<file path="config.mk">
export PLATFORM = sky130hd
export DESIGN_NAME = elic_core
export DESIGN_NICKNAME = d
export VERILOG_FILES = /design/src/rtl/elic_core.v /design/src/rtl/elic_p4_edge.v /design/src/rtl/elic_prio.v
export VERILOG_INCLUDE_DIRS = /design/src /design/src/rtl
export SDC_FILE = /design/constraint.sdc
export NUM_CORES = 1
export LEC_CHECK = 0
export ABC_AREA = 0
export BUFFER_PORTS_ARGS = -buffer_cell sky130_fd_sc_hd__buf_2
export CORE_MARGIN = 8
export CORE_UTILIZATION = 54
export DETAILED_ROUTE_END_ITERATION = 7
export GPL_TIMING_DRIVEN = 0
export PLACE_DENSITY = 0.77
export RECOVER_POWER = 100
export SLEW_MARGIN = 40
export SYNTH_ARGS = -nofsm -noshare
export SYNTH_HDL_FRONTEND = slang
export SYNTH_HIERARCHICAL = 1
export SYNTH_SLANG_ARGS = --single-unit
</file>
<file path="constraint.sdc">
create_clock -name core_clk -period 3.5 [get_ports core_clk]
set_input_delay 0.175 -clock core_clk [delete_from_list [all_inputs] [get_ports core_clk]]
set_output_delay 0.175 -clock core_clk [all_outputs]
set_load 0.1 [all_outputs]
</file>
<file path="src/rtl/elic_map.vh">
// Constants of the eight-level interrupt controller: register offsets,
// field positions, reset values and encodings. Definitions only.
`ifndef ELIC_MAP_VH
`define ELIC_MAP_VH

// Register offsets in register set 1
`define ELIC_ADDR_STATUS   8'hdc
`define ELIC_ADDR_MASK     8'hdd
`define ELIC_ADDR_MODE     8'hde
`define ELIC_ADDR_PRIO     8'hff
`define ELIC_PRIO_BANK     1'b0

// Port 4 interrupt registers, page-addressed
`define ELIC_P4_PAGE       4'h8
`define ELIC_ADDR_P4_CFGHI 8'h0e
`define ELIC_ADDR_P4_CFGLO 8'h0f
`define ELIC_ADDR_P4_PEND  8'h10

// Mode register fields
`define ELIC_MODE_GIE      0
`define ELIC_MODE_FASTEN   1
`define ELIC_MODE_FSEL_LO  2
`define ELIC_MODE_FSEL_HI  4

// Priority register fields
`define ELIC_PRIO_ORD_HI   7
`define ELIC_PRIO_ORD_MID  4
`define ELIC_PRIO_ORD_LO   1
`define ELIC_PRIO_A        0
`define ELIC_PRIO_B_TOP    2
`define ELIC_PRIO_B_SUB    3
`define ELIC_PRIO_C_TOP    5
`define ELIC_PRIO_C_SUB    6

// Group order table, 6 bits per order code, code 7 leftmost;
// each entry lists group ids highest first (0 = A, 1 = B, 2 = C)
`define ELIC_ORDER_TABLE   48'h189921486606

// Edge configuration codes per port 4 pin
`define ELIC_EDGE_OFF      2'b00
`define ELIC_EDGE_FALL     2'b01
`define ELIC_EDGE_RISE     2'b10
`define ELIC_EDGE_BOTH     2'b11

// Reset values and the port 4 dispatch level
`define ELIC_STATUS_RST    8'h00
`define ELIC_P4_PEND_RST   8'h00
`define ELIC_P4_CFG_RST    8'h00
`define ELIC_P4_LEVEL      3'd7

`endif

</file>
<file path="src/rtl/elic_core.v">
// Eight-level vectored interrupt controller, top level.
// Sits on the core's register file port and on the CPU interrupt handshake;
// all inputs except the port 4 pins are synchronous to core_clk.
`timescale 1ns/1ps
`include "elic_map.vh"

module elic_core #(
   parameter        P4_PINS   = 8,
   parameter [47:0] ORD_TABLE = `ELIC_ORDER_TABLE
) (
   input  wire               core_clk,
   input  wire               sys_rst,
   input  wire [7:0]         regAddr,
   input  wire               regSet1,
   input  wire               regBank,
   input  wire [3:0]         regPage,
   input  wire               regWrEn,
   input  wire [7:0]         regWrData,
   input  wire               globalEnableInstr,
   input  wire               globalDisableInstr,
   input  wire               returnFromService,
   input  wire               ackStrobe,
   input  wire [3:0]         hwSrcPulse,
   input  wire [3:0]         hwSrcEn,
   input  wire [2:0]         swLevelReq,
   input  wire [P4_PINS-1:0] port4Pins,
   output reg  [7:0]         regRdData_q,
   output reg                intRequest_q,
   output reg  [2:0]         intLevel_q,
   output reg  [2:0]         intSource_q,
   output reg                intFast_q,
   output reg                globalEnable_q
);

   // Mode, mask and priority storage
   reg                  fastEnable_q;
   reg  [2:0]           fastSelect_q;
   reg  [7:0]           levelMask_q;
   reg  [7:0]           levelPrio_q;
   reg                  globalEnable_d;
   reg                  fastEnable_d;

   // Pending and status state
   reg  [3:0]           hwPend_q;
   reg  [3:0]           hwPend_d;
   reg  [P4_PINS-1:0]   p4Pend_q;
   reg  [P4_PINS-1:0]   p4Pend_d;
   reg  [7:0]           p4CfgHi_q;
   reg  [7:0]           p4CfgLo_q;
   reg  [7:0]           levelStatus_q;

   // Dispatch and read path
   reg  [2:0]           lowPin;
   reg  [7:0]           rdMux;
   wire                 winValid;
   wire [2:0]           winLevel;
   wire [7:0]           cand;
   wire [7:0]           levelSrcEn;
   wire [7:0]           ackVec;
   wire [P4_PINS-1:0]   edgeHit;
   wire [P4_PINS-1:0]   p4WrMask;
   wire                 ackTaken;
   wire                 selStatus;
   wire                 selMask;
   wire                 selMode;
   wire                 selPrio;
   wire                 selP4;
   wire                 selP4CfgHi;
   wire                 selP4CfgLo;
   wire                 selP4Pend;
   integer              k;

   // Address decode
   assign selStatus  = regSet1 && (regAddr == `ELIC_ADDR_STATUS);
   assign selMask    = regSet1 && (regAddr == `ELIC_ADDR_MASK);
   assign selMode    = regSet1 && (regAddr == `ELIC_ADDR_MODE);
   assign selPrio    = regSet1 && (regAddr == `ELIC_ADDR_PRIO) && (regBank == `ELIC_PRIO_BANK);
   assign selP4      = !regSet1 && (regPage == `ELIC_P4_PAGE);
   assign selP4CfgHi = selP4 && (regAddr == `ELIC_ADDR_P4_CFGHI);
   assign selP4CfgLo = selP4 && (regAddr == `ELIC_ADDR_P4_CFGLO);
   assign selP4Pend  = selP4 && (regAddr == `ELIC_ADDR_P4_PEND);

   // An acknowledge only counts against a request actually shown
   assign ackTaken = ackStrobe && intRequest_q;
   assign ackVec   = ackTaken ? (8'h01 << intLevel_q) : 8'h00;

   elic_p4_edge #(
      .PINS    (P4_PINS)
   ) uEdge (
      .core_clk(core_clk),
      .sys_rst (sys_rst),
      .pinIn   (port4Pins),
      .edgeCfg ({p4CfgHi_q, p4CfgLo_q}),
      .edgeHit (edgeHit)
   );

   // Global and fast enables; acknowledge overrides everything else on the global enable and leaves the fast enable alone
   always @* begin
      globalEnable_d = globalEnable_q;
      fastEnable_d   = fastEnable_q;
      if (regWrEn && selMode) begin
         globalEnable_d = regWrData[`ELIC_MODE_GIE];
         fastEnable_d   = regWrData[`ELIC_MODE_FASTEN];
      end
      if (globalEnableInstr || returnFromService) begin
         globalEnable_d = 1'b1;
      end
      if (globalDisableInstr) begin
         globalEnable_d = 1'b0;
      end
      if (ackTaken) begin
         globalEnable_d = 1'b0;
      end
   end

   always @(posedge core_clk) begin
      if (sys_rst) begin
         globalEnable_q <= 1'b0;
         fastEnable_q   <= 1'b0;
      end else begin
         globalEnable_q <= globalEnable_d;
         fastEnable_q   <= fastEnable_d;
      end
   end

   // Left without reset: software must program these before enabling
   always @(posedge core_clk) begin
      if (regWrEn && selMode) begin
         fastSelect_q <= regWrData[`ELIC_MODE_FSEL_HI:`ELIC_MODE_FSEL_LO];
      end
      if (regWrEn && selMask) begin
         levelMask_q <= regWrData;
      end
      if (regWrEn && selPrio) begin
         levelPrio_q <= regWrData;
      end
   end

   // Port 4 edge configuration and pending register
   assign p4WrMask = (regWrEn && selP4Pend) ? regWrData[P4_PINS-1:0] : {P4_PINS{1'b1}};

   always @* begin
      // A new edge in the clearing cycle is kept
      p4Pend_d = (p4Pend_q & p4WrMask) | edgeHit;
   end

   always @(posedge core_clk) begin
      if (sys_rst) begin
         p4CfgHi_q <= `ELIC_P4_CFG_RST;
         p4CfgLo_q <= `ELIC_P4_CFG_RST;
         p4Pend_q  <= `ELIC_P4_PEND_RST;
      end else begin
         if (regWrEn && selP4CfgHi) begin
            p4CfgHi_q <= regWrData;
         end
         if (regWrEn && selP4CfgLo) begin
            p4CfgLo_q <= regWrData;
         end
         p4Pend_q <= p4Pend_d;
      end
   end

   // Hardware-cleared pending for levels 0 to 3; no register reaches them
   always @* begin
      hwPend_d = (hwPend_q & ~ackVec[3:0]) | hwSrcPulse;
   end

   always @(posedge core_clk) begin
      if (sys_rst) begin
         hwPend_q <= 4'h0;
      end else begin
         hwPend_q <= hwPend_d;
      end
   end

   // Status keeps recording whatever the global enable says
   always @(posedge core_clk) begin
      if (sys_rst) begin
         levelStatus_q <= `ELIC_STATUS_RST;
      end else begin
         levelStatus_q <= {|p4Pend_d, swLevelReq, hwPend_d};
      end
   end

   // Dispatch candidates
   assign levelSrcEn = {4'hf, hwSrcEn};
   assign cand = levelStatus_q & levelMask_q & levelSrcEn & {8{globalEnable_q}};

   elic_prio #(
      .ORD_TABLE(ORD_TABLE)
   ) uPrio (
      .cand    (cand),
      .prio    (levelPrio_q),
      .winValid(winValid),
      .winLevel(winLevel)
   );

   // Port 4 pins share level 7; the lowest pin has the lower vector
   always @* begin
      lowPin = 3'd0;
      for (k = P4_PINS - 1; k >= 0; k = k - 1) begin
         if (p4Pend_q[k]) begin
            lowPin = k[2:0];
         end
      end
   end

   // Request follows the winner each cycle, so masking withdraws it
   always @(posedge core_clk) begin
      if (sys_rst) begin
         intRequest_q <= 1'b0;
         intLevel_q   <= 3'd0;
         intSource_q  <= 3'd0;
         intFast_q    <= 1'b0;
      end else begin
         intRequest_q <= winValid && !ackTaken;
         if (winValid) begin
            intLevel_q  <= winLevel;
            intSource_q <= (winLevel == `ELIC_P4_LEVEL) ? lowPin : 3'd0;
         end
         intFast_q <= winValid && !ackTaken && fastEnable_q && (winLevel == fastSelect_q);
      end
   end

   // Registered read port; writes to status are ignored
   always @* begin
      rdMux = 8'h00;
      if (selStatus) begin
         rdMux = levelStatus_q;
      end else if (selMask) begin
         rdMux = levelMask_q;
      end else if (selMode) begin
         rdMux = {3'b000, fastSelect_q, fastEnable_q, globalEnable_q};
      end else if (selPrio) begin
         rdMux = levelPrio_q;
      end else if (selP4CfgHi) begin
         rdMux = p4CfgHi_q;
      end else if (selP4CfgLo) begin
         rdMux = p4CfgLo_q;
      end else if (selP4Pend) begin
         rdMux = p4Pend_q;
      end
   end

   always @(posedge core_clk) begin
      if (sys_rst) begin
         regRdData_q <= 8'h00;
      end else begin
         regRdData_q <= rdMux;
      end
   end

endmodule

</file>
<file path="src/rtl/elic_p4_edge.v">
// Port 4 pin edge detectors, one per pin.
// Pins are asynchronous; each passes two flip-flops before edge logic.
`timescale 1ns/1ps
`include "elic_map.vh"

module elic_p4_edge #(
   parameter PINS = 8
) (
   input  wire              core_clk,
   input  wire              sys_rst,
   input  wire [PINS-1:0]   pinIn,
   input  wire [2*PINS-1:0] edgeCfg,
   output wire [PINS-1:0]   edgeHit
);

   genvar g;
   generate
      for (g = 0; g < PINS; g = g + 1) begin : gPin
         reg        meta_q;
         reg        sync_q;
         reg        prev_q;
         wire [1:0] cfg;
         wire       fall;
         wire       rise;
         // Idle high, matching the pull-up, so release gives no edge
         always @(posedge core_clk) begin
            if (sys_rst) begin
               meta_q <= 1'b1;
               sync_q <= 1'b1;
               prev_q <= 1'b1;
            end else begin
               meta_q <= pinIn[g];
               sync_q <= meta_q;
               prev_q <= sync_q;
            end
         end
         assign cfg  = edgeCfg[2*g+1:2*g];
         assign fall = prev_q & ~sync_q;
         assign rise = ~prev_q & sync_q;
         assign edgeHit[g] = ((cfg == `ELIC_EDGE_FALL) & fall) |
                             ((cfg == `ELIC_EDGE_RISE) & rise) |
                             ((cfg == `ELIC_EDGE_BOTH) & (fall | rise));
      end
   endgenerate

endmodule

</file>
<file path="src/rtl/elic_prio.v">
// Level priority resolver: picks the highest ranked candidate level.
// Purely combinational; the caller registers the result.
`timescale 1ns/1ps
`include "elic_map.vh"

module elic_prio #(
   parameter [47:0] ORD_TABLE = `ELIC_ORDER_TABLE
) (
   input  wire [7:0] cand,
   input  wire [7:0] prio,
   output reg        winValid,
   output reg  [2:0] winLevel
);

   reg  [11:0] seqA;
   reg  [11:0] seqB;
   reg  [11:0] seqC;
   reg  [5:0]  order;
   reg  [35:0] slots;
   reg  [3:0]  slot;
   wire [2:0]  ordCode;
   integer     i;

   // Group order from three scattered bits
   assign ordCode = {prio[`ELIC_PRIO_ORD_HI], prio[`ELIC_PRIO_ORD_MID], prio[`ELIC_PRIO_ORD_LO]};

   function [11:0] pickGroup;
      input [1:0] id;
      input [11:0] a;
      input [11:0] b;
      input [11:0] c;
      begin
         case (id)
            2'd0:    pickGroup = a;
            2'd1:    pickGroup = b;
            default: pickGroup = c;
         endcase
      end
   endfunction

   // Each slot is {valid, level}; group A has one empty slot
   always @* begin
      seqA = prio[`ELIC_PRIO_A] ? {4'h9, 4'h8, 4'h0} : {4'h8, 4'h9, 4'h0};
      case ({prio[`ELIC_PRIO_B_TOP], prio[`ELIC_PRIO_B_SUB]})
         2'b00:   seqB = {4'ha, 4'hb, 4'hc};
         2'b01:   seqB = {4'ha, 4'hc, 4'hb};
         2'b10:   seqB = {4'hb, 4'hc, 4'ha};
         default: seqB = {4'hc, 4'hb, 4'ha};
      endcase
      case ({prio[`ELIC_PRIO_C_TOP], prio[`ELIC_PRIO_C_SUB]})
         2'b00:   seqC = {4'hd, 4'he, 4'hf};
         2'b01:   seqC = {4'hd, 4'hf, 4'he};
         2'b10:   seqC = {4'he, 4'hf, 4'hd};
         default: seqC = {4'hf, 4'he, 4'hd};
      endcase
      order = ORD_TABLE[ordCode*6 +: 6];
      slots = {pickGroup(order[5:4], seqA, seqB, seqC),
               pickGroup(order[3:2], seqA, seqB, seqC),
               pickGroup(order[1:0], seqA, seqB, seqC)};
      winValid = 1'b0;
      winLevel = 3'd0;
      slot     = 4'h0;
      // First requesting slot in rank order wins
      for (i = 0; i < 9; i = i + 1) begin
         slot = slots[35-4*i -: 4];
         if (!winValid && slot[3] && cand[slot[2:0]]) begin
            winValid = 1'b1;
            winLevel = slot[2:0];
         end
      end
   end

endmodule

</file>
==> results by group, run 1 <==
Worst hold path
  – Cells on Worst Hold Path: 3
  – Worst Hold Class: in -> reg

Logic synthesis
  – Fraction of registers with async set/reset: 0%
  – Synth Warn #: 6
  – Sequential-to-total area share from yosys stat: a little over a third
  – Syn Std Cell Area: about 0.0059 mm2
  – Synth Instances: approximately 680
  – Number of synthesized flops with an enable pin: 19
  – Flops & latches, synth: just over 90
  – Post-Syn Area per Cell: around 8.7 um2
  – Post-synth cell types: 87
  – Ys flop type: dfxtp_1
  – Post-synth net total: about 750

Die
  – Row cnt: 38
  – IO Count: 65
  – Die Wd: between 100 and 150 um
  – Die H: roughly 120 um
  – Die ar.: between 0.01 and 0.015 mm2
  – Initial Utilization: 54.89%
  – Core area: 0.01075 mm2

Setup path
  – CP endpoint: intSource_q[1]$_SDFFE_PP0P_
  – R2r setup slk: -70 ps
  – Crit path max fanout: 5
  – CP required: 3790 ps
  – Path type of the worst setup path: reg -> reg
  – CP endpoint kind: flip-flop
  – Worst r2r path cells: 14
  – Worst path arrival time: approximately 3900 ps
  – FF-to-FF Start: levelPrio_q[7]$_DFFE_PP_
  – Worst setup path start: levelPrio_q[7]$_DFFE_PP_
  – CP startpoint kind: flip-flop
  – Reg2reg end: intSource_q[1]$_SDFFE_PP0P_

Pwr
  – Sw Share: roughly a quarter
  – Power share of the combinational group: roughly 8.4%
  – Leak Pwr: ~2.8 nW
  – Switching Power: roughly 0.54 mW
  – PD cells: ~290 mW/mm2
  – Sequential Power Share: between 50% and 60%
  – Pint: about 1.5 mW
  – Maximum VDD drop: ~250 uV
  – Clk pwr share: between 30 and 40%

Routing
  – Drt first-iter violations: about 520
  – Drt pass-1 iters: 5
  – Average wire per standard cell: between 20 and 25 um
  – Routed Antenna Nets: 0
  – Final wirelength: 19.61 mm
  – DRC errors left: 0
  – Vias per std cell: ~6.2
  – Vias: between 5,000 and 6,000

Timing
  – Final number of max-transition violations: 0
  – Tcrit/Tclk final: 101.9%
  – Final setup vio count: 3
  – Relative slew slack: around an eighth
  – Clk_skew: roughly 12 ps
  – Min cycle time layout: approximately 3600 ps
  – Final Hold Vio Count: 0
  – Worst-Margin Slew: 1292 ps
  – Max Freq: between 200 and 300 MHz
  – RSZ-0062 raised after global routing: yes
  – Worst Setup Slack, final: -67.07 ps
  – Setup TNS: -150.6 ps

Clock tree
  – CTS tree: built
  – Total CTS buffers: 9
  – Worst-Skew Late Latency: ~370 ps
  – Clock Sinks: 93
  – Root buffer selected by CTS: clkbuf_8
  – Htree depth: 3
  – Clock-pin slew on the worst setup and hold paths: about 100 ps
  – Clk buf depth: 2

GRT
  – Largest net degree at the start of global routing: 18
  – Tot GR Track Use: between 20% and 30%
  – GR peak layer: met2
  – GR Util met2: between 40% and 50%
  – Met1 usage: 31.03%
  – Vias in the first global route: around 5,700
  – Initial antenna violation count: 0
  – Grt ovf: 0
  – First-pass GRT wire length: between 20 and 30 mm
  – Met3 Track Usage GR: under 10%

Finish
  – Final #Nets: 856
  – Most common cell after layout, fill and taps aside: dfxtp_1
  – Post-layout util: 65.98%
  – Share of layout cells above drive strength 1: between 20% and 30%
  – Commonest non-fill, non-tap cells in the layout: dfxtp_1 (73), nor2_1 (54), nand2_1 (47)
  – Synthesis-to-finish area growth: 20.20%
  – Number of fill cells in the layout: slightly above 900
  – Diode count: 0

Placed design
  – IO buf count: 62
  – GPL Wtd Cong: ~1
  – DP HPWL: approximately 14 mm
  – DP Worst Slack: -675.7 ps

Run status
  – Status: finished with violations
  – Failing checks: setup timing

Run
  – Max-cap violations: 0
==> per-layer routing <==
| layer | routed length, um | part of all wire, % |
|---|---|---|
| met5 | 0 | 0 |
| met1 | 7952 | 41 |
| met2 | 9643 | 49 |
| met3 | 1211 | 6.2 |
| met4 | 803 | 4.1 |
==> critical path: stages, from the launching register on <==
cell,delay (ps)
edfxtp_1,480
buf_4,190
nand3b_1,160
buf_4,140
and2_1,210
o32ai_1,100
or4b_4,530
and2_4,190
or4_4,490
a31oi_4,170
a211o_1,240
nand2_2,120
nor4_4,170
o31ai_1,110
a21oi_1,170
==> worst min-delay path by stage <==
stage                             start                               to  slack (ps)
after CTS                 hwSrcPulse[2]           hwPend_q[2]$_SDFF_PP0_        0.09
after global placement     port4Pins[5]  uEdge/gPin[5].meta_q$_SDFF_PP1_         350
after detailed placement   port4Pins[5]  uEdge/gPin[5].meta_q$_SDFF_PP1_         360
after floorplan            port4Pins[1]  uEdge/gPin[1].meta_q$_SDFF_PP1_         270
after global routing      hwSrcPulse[2]           hwPend_q[2]$_SDFF_PP0_          30
final                     hwSrcPulse[1]           hwPend_q[1]$_SDFF_PP0_          20
==> through the flow <==
step / std cells / power (mW) / hold slack [ps] / cell area (um2)
floorplan: 679 / 1.235 / 272.1 / 5899
global placement: 881 / 1.303 / 349.7 / 6385
detailed placement: 881 / 1.309 / 358.3 / 6385
CTS: 918 / 2.051 / 0.08862 / 6995
global route: 927 / 2.115 / 27.51 / 7089
finish: 927 / 2.048 / 18.47 / 7089
==> logic make-up (layout without fill, tap and decap cells) <==
logic type	after synthesis	after routing	share of synthesized area (%)
AO/OA/AOI/OAI	160	160	19.64
XOR/XNOR	5	5	0.9973
adder cells (fa/ha/maj)	26	26	5.515
buffers and inverters	67	175	5.303
flip-flops	93	93	34.79
multiplexers	37	37	6.385
AND/OR/NAND/NOR	291	291	27.37
==> cells in the mapped netlist (16+ instances only) <==
library cell  count  share of area (%)
clkbuf_1         16                1.0
or2_1            21                2.2
nor2_1           56                3.6
ha_1             26                5.5
nand3_1          32                2.7
a21oi_1          43                3.6
nand2_1          49                3.1
inv_1            32                2.0
mux2i_1          32                5.4
nor2b_1          21                2.2
o21ai_0          19                1.6
nor3_1           21                1.8
dfxtp_1          74                 25
edfxtp_1         19                9.7
==> layout make-up <==
cell class | count | area [um2] | area share (%)
Tap cell | 140 | 175.2 | 2.471
Buffer | 28 | 176.4 | 2.489
Inverter | 32 | 120.1 | 1.694
Multi-Input combinational cell | 519 | 3769 | 53.16
Clock buffer | 11 | 162.7 | 2.294
Timing Repair Buffer | 99 | 589.3 | 8.313
Clock inverter | 5 | 43.79 | 0.6177
Sequential cell | 93 | 2053 | 28.96
==> power by group through the flow <==
| stage | clock network, mW | logic, mW | registers (mW) |
|---|---|---|---|
| after floorplan | 0 | 0.0714 | 1.16 |
| after global placement | 0 | 0.156 | 1.15 |
| after detailed placement | 0 | 0.160 | 1.15 |
| after CTS | 0.756 | 0.171 | 1.12 |
| after global routing | 0.804 | 0.185 | 1.13 |
| final | 0.752 | 0.173 | 1.12 |
==> sequential cells by signal, summed over array words and instances, names as in the netlist, 3 cells and up <==
| register | flops |
|---|---|
| p4CfgLo_q | 8 |
| uEdge/gPin.sync_q | 8 |
| p4CfgHi_q | 8 |
| uEdge/gPin.prev_q | 8 |
| hwPend_q | 3 |
| intLevel_q | 3 |
| levelPrio_q | 8 |
| p4Pend_q | 8 |
| uEdge/gPin.meta_q | 8 |
| intSource_q | 3 |
| regRdData_q | 8 |
| fastSelect_q | 3 |
| levelMask_q | 8 |
| levelStatus_q | 5 |
==> timing repair <==
action,CTS,global route
gates resized for setup,41,22
hold buffers,8,1
endpoints found under the hold margin,8,1
pin swaps,16,14
endpoints found under the setup margin,7,6
setup buffers,18,10
Power figures use the tool's default switching activity.
==> inputs of run 2 (changes only) <==
--- a/config.mk
+++ b/config.mk
@@ -8,11 +8,13 @@
 export LEC_CHECK = 0
 export ABC_AREA = 0
 export BUFFER_PORTS_ARGS = -buffer_cell sky130_fd_sc_hd__buf_2
+export CELL_PAD_IN_SITES_DETAIL_PLACEMENT = 1
+export CELL_PAD_IN_SITES_GLOBAL_PLACEMENT = 1
 export CORE_MARGIN = 8
-export CORE_UTILIZATION = 54
+export CORE_UTILIZATION = 41
 export DETAILED_ROUTE_END_ITERATION = 7
 export GPL_TIMING_DRIVEN = 0
-export PLACE_DENSITY = 0.77
+export PLACE_DENSITY_LB_ADDON = 0.1
 export RECOVER_POWER = 100
 export SLEW_MARGIN = 40
 export SYNTH_ARGS = -nofsm -noshare
==> run 2 against run 1 <==
- critical endpoint unchanged
- register-to-register slack improved by 60 ps
- final cell count rose by 5.2%
- via count fell by 1.2%
- core utilization fell by 15 points
- die area rose by 27%
- the run still ends with setup timing left
- critical path type unchanged
==> results by group, run 2 (synthesized netlist as in run 1, its figures left out) <==
Run status
  – Status: finished with violations
  – Failing checks: setup timing

Setup path
  – Path type of the worst setup path: reg -> reg
  – Reg2reg end: intSource_q[1]$_SDFFE_PP0P_
  – FF-to-FF Start: levelPrio_q[2]$_DFFE_PP_
  – Crit path max fanout: 10
  – Worst r2r path cells: 15
  – Worst setup path start: levelPrio_q[2]$_DFFE_PP_
  – CP endpoint kind: flip-flop
  – Worst path arrival time: between 3000 and 4000 ps
  – CP startpoint kind: flip-flop
  – R2r setup slk: -9 ps
  – CP required: roughly 3800 ps

Finish
  – Diode count: 0
  – Share of layout cells above drive strength 1: a little over a fifth
  – Commonest non-fill, non-tap cells in the layout: dfxtp_1 (73), nor2_1 (53), nand2_1 (46)
  – Final #Nets: 860
  – Synthesis-to-finish area growth: 24.27%
  – Fin area: about 0.0073 mm2
  – Most common cell after layout, fill and taps aside: dfxtp_1

Die
  – Die Wd: 135.9 um
  – Die H: ~140 um
  – Row cnt: 44
  – IO Count: between 60 and 70
  – Die ar.: 0.01848 mm2
  – Core area: 0.01431 mm2
  – Initial Utilization: between 40% and 50%

Timing
  – RSZ-0062 raised after global routing: yes
  – Tcrit/Tclk final: 100.2%
  – Final Hold Vio Count: 0
  – Clk_skew: 8.810 ps
  – Final number of max-transition violations: 0
  – Worst-Margin Slew: between 1000 and 1500 ps
  – Final setup vio count: 1
  – Min cycle time layout: ~3500 ps
  – Relative slew slack: between 20% and 30%
  – Worst Setup Slack, final: -8.614 ps
  – Setup TNS: -8.614 ps
  – Max Freq: around 290 MHz

Routing
  – Vias per std cell: between 5 and 6
  – Average wire per standard cell: about 22 um
  – Routed Antenna Nets: 0
  – Drt first-iter violations: ~310
  – Final wirelength: approximately 21 mm
  – Vias: 5,691
  – Drt pass-1 iters: 5
  – DRC errors left: 0

Placed design
  – Placed Area: approximately 0.0064 mm2
  – GPL Wtd Cong: a little over 0.9
  – IO buf count: 62
  – DP HPWL: approximately 16 mm

GRT
  – First-pass GRT wire length: 33.13 mm
  – Vias in the first global route: approximately 6,000
  – Grt ovf: 0
  – Largest net degree at the start of global routing: 17
  – Initial antenna violation count: 0
  – Tot GR Track Use: a little under a quarter

Clock tree
  – Root buffer selected by CTS: clkbuf_16
  – Clk buf depth: 2
  – Worst-Skew Late Latency: approximately 360 ps
  – Htree depth: 3
  – Total CTS buffers: 9
  – CTS tree: built
  – Clock Sinks: 93
  – Clock-pin slew on the worst setup and hold paths: 70 ps

Worst hold path
  – Worst Hold Path EP: uEdge/gPin[2].meta_q$_SDFF_PP1_
  – Cells on Worst Hold Path: 2
  – Worst Hold Class: in -> reg
  – HP Start: port4Pins[2]

Run
  – Max-cap violations: 0

Pwr
  – PD cells: about 320 mW/mm2
  – Overall power: 2.366 mW
  – Maximum VDD drop: approximately 470 uV
  – Leak Pwr: just under 3 nW
==> run 2: cell count changes in the layout (fill, tap and decap cells not counted), moves of 4 or more <==
cell / delta
clkbuf_16: +9
ha_1: -4
buf_6: +4
clkbuf_8: -9
==> run 2: cell type report <==
class,instances,area (um2)
timing repair buffer,102,609.3
clock inverter,5,62.56
inverter,32,120.1
tap,184,230.2
buffer,29,181.4
fill,1711,6984
clock buffer,11,264.0
sequential,93,2053
multi-input combinational,519,3809
==> run 2: worst max-delay path by stage <==
stage	depth (start not counted)	to	slack, ps
final	15	intSource_q[1]$_SDFFE_PP0P_	-9
after global routing	14	intSource_q[1]$_SDFFE_PP0P_	-140
after CTS	14	intSource_q[1]$_SDFFE_PP0P_	-30
after detailed placement	14	intSource_q[1]$_SDFFE_PP0P_	-1050
after global placement	14	intSource_q[1]$_SDFFE_PP0P_	-870
after floorplan	13	intSource_q[1]$_SDFFE_PP0P_	60
==> run 2: stage by stage <==
| step | worst slack [ps] | hold slack, ps | instances | utilization [%] |
|---|---|---|---|---|
| CTS | -33.51 | 2.246 | 968 | 50.51 |
| finish | -8.614 | 10.73 | 975 | 51.21 |
| global route | -143.1 | 21.75 | 975 | 51.21 |
| global placement | -872.8 | 352.8 | 925 | 44.99 |
| floorplan | 56.03 | 272.1 | 679 | - |
| detailed placement | -1053 | 358.0 | 925 | 44.99 |
==> run 2: worst max-delay path: stages (launching register included) <==
cell and delay, ps:
edfxtp_1 420, inv_1 90, ha_1 360, clkbuf_4 220, nor2_2 210, a2bb2oi_1 190, o211ai_1 140, buf_4 180
a211o_1 250, o211a_1 200, o221a_1 290, a211oi_4 270, nand2_2 160, nor4_4 210, o31ai_2 130, a21oi_1 150
==> run 2: timing repair <==
| action | CTS | global route |
|---|---|---|
| resized for setup | 56 | 22 |
| pin swaps | 19 | 14 |
| hold endpoints to repair | 7 | 0 |
| setup buffers | 24 | 8 |
| hold buffers | 7 | 0 |
| setup endpoints to repair | 8 | 5 |
| cloned | 1 | 0 |
==> run 2: power breakdown <==
part           switching [mW]  total (mW)  internal [mW]
logic                   0.113       0.173         0.0605
registers              0.0143        1.13           1.11
clock network           0.444        1.07          0.623
total                   0.571        2.37           1.79
==> run 2: metal layers <==
layer | routed length, um | vias to the layer above | GRT usage, %
met4 | 760 | 0 | 10.74
li1 | - | 2666 | -
met2 | 10680 | 150 | 40.41
met5 | 0 | - | 0
met1 | 8713 | 2826 | 27.48
met3 | 969 | 49 | 4.102
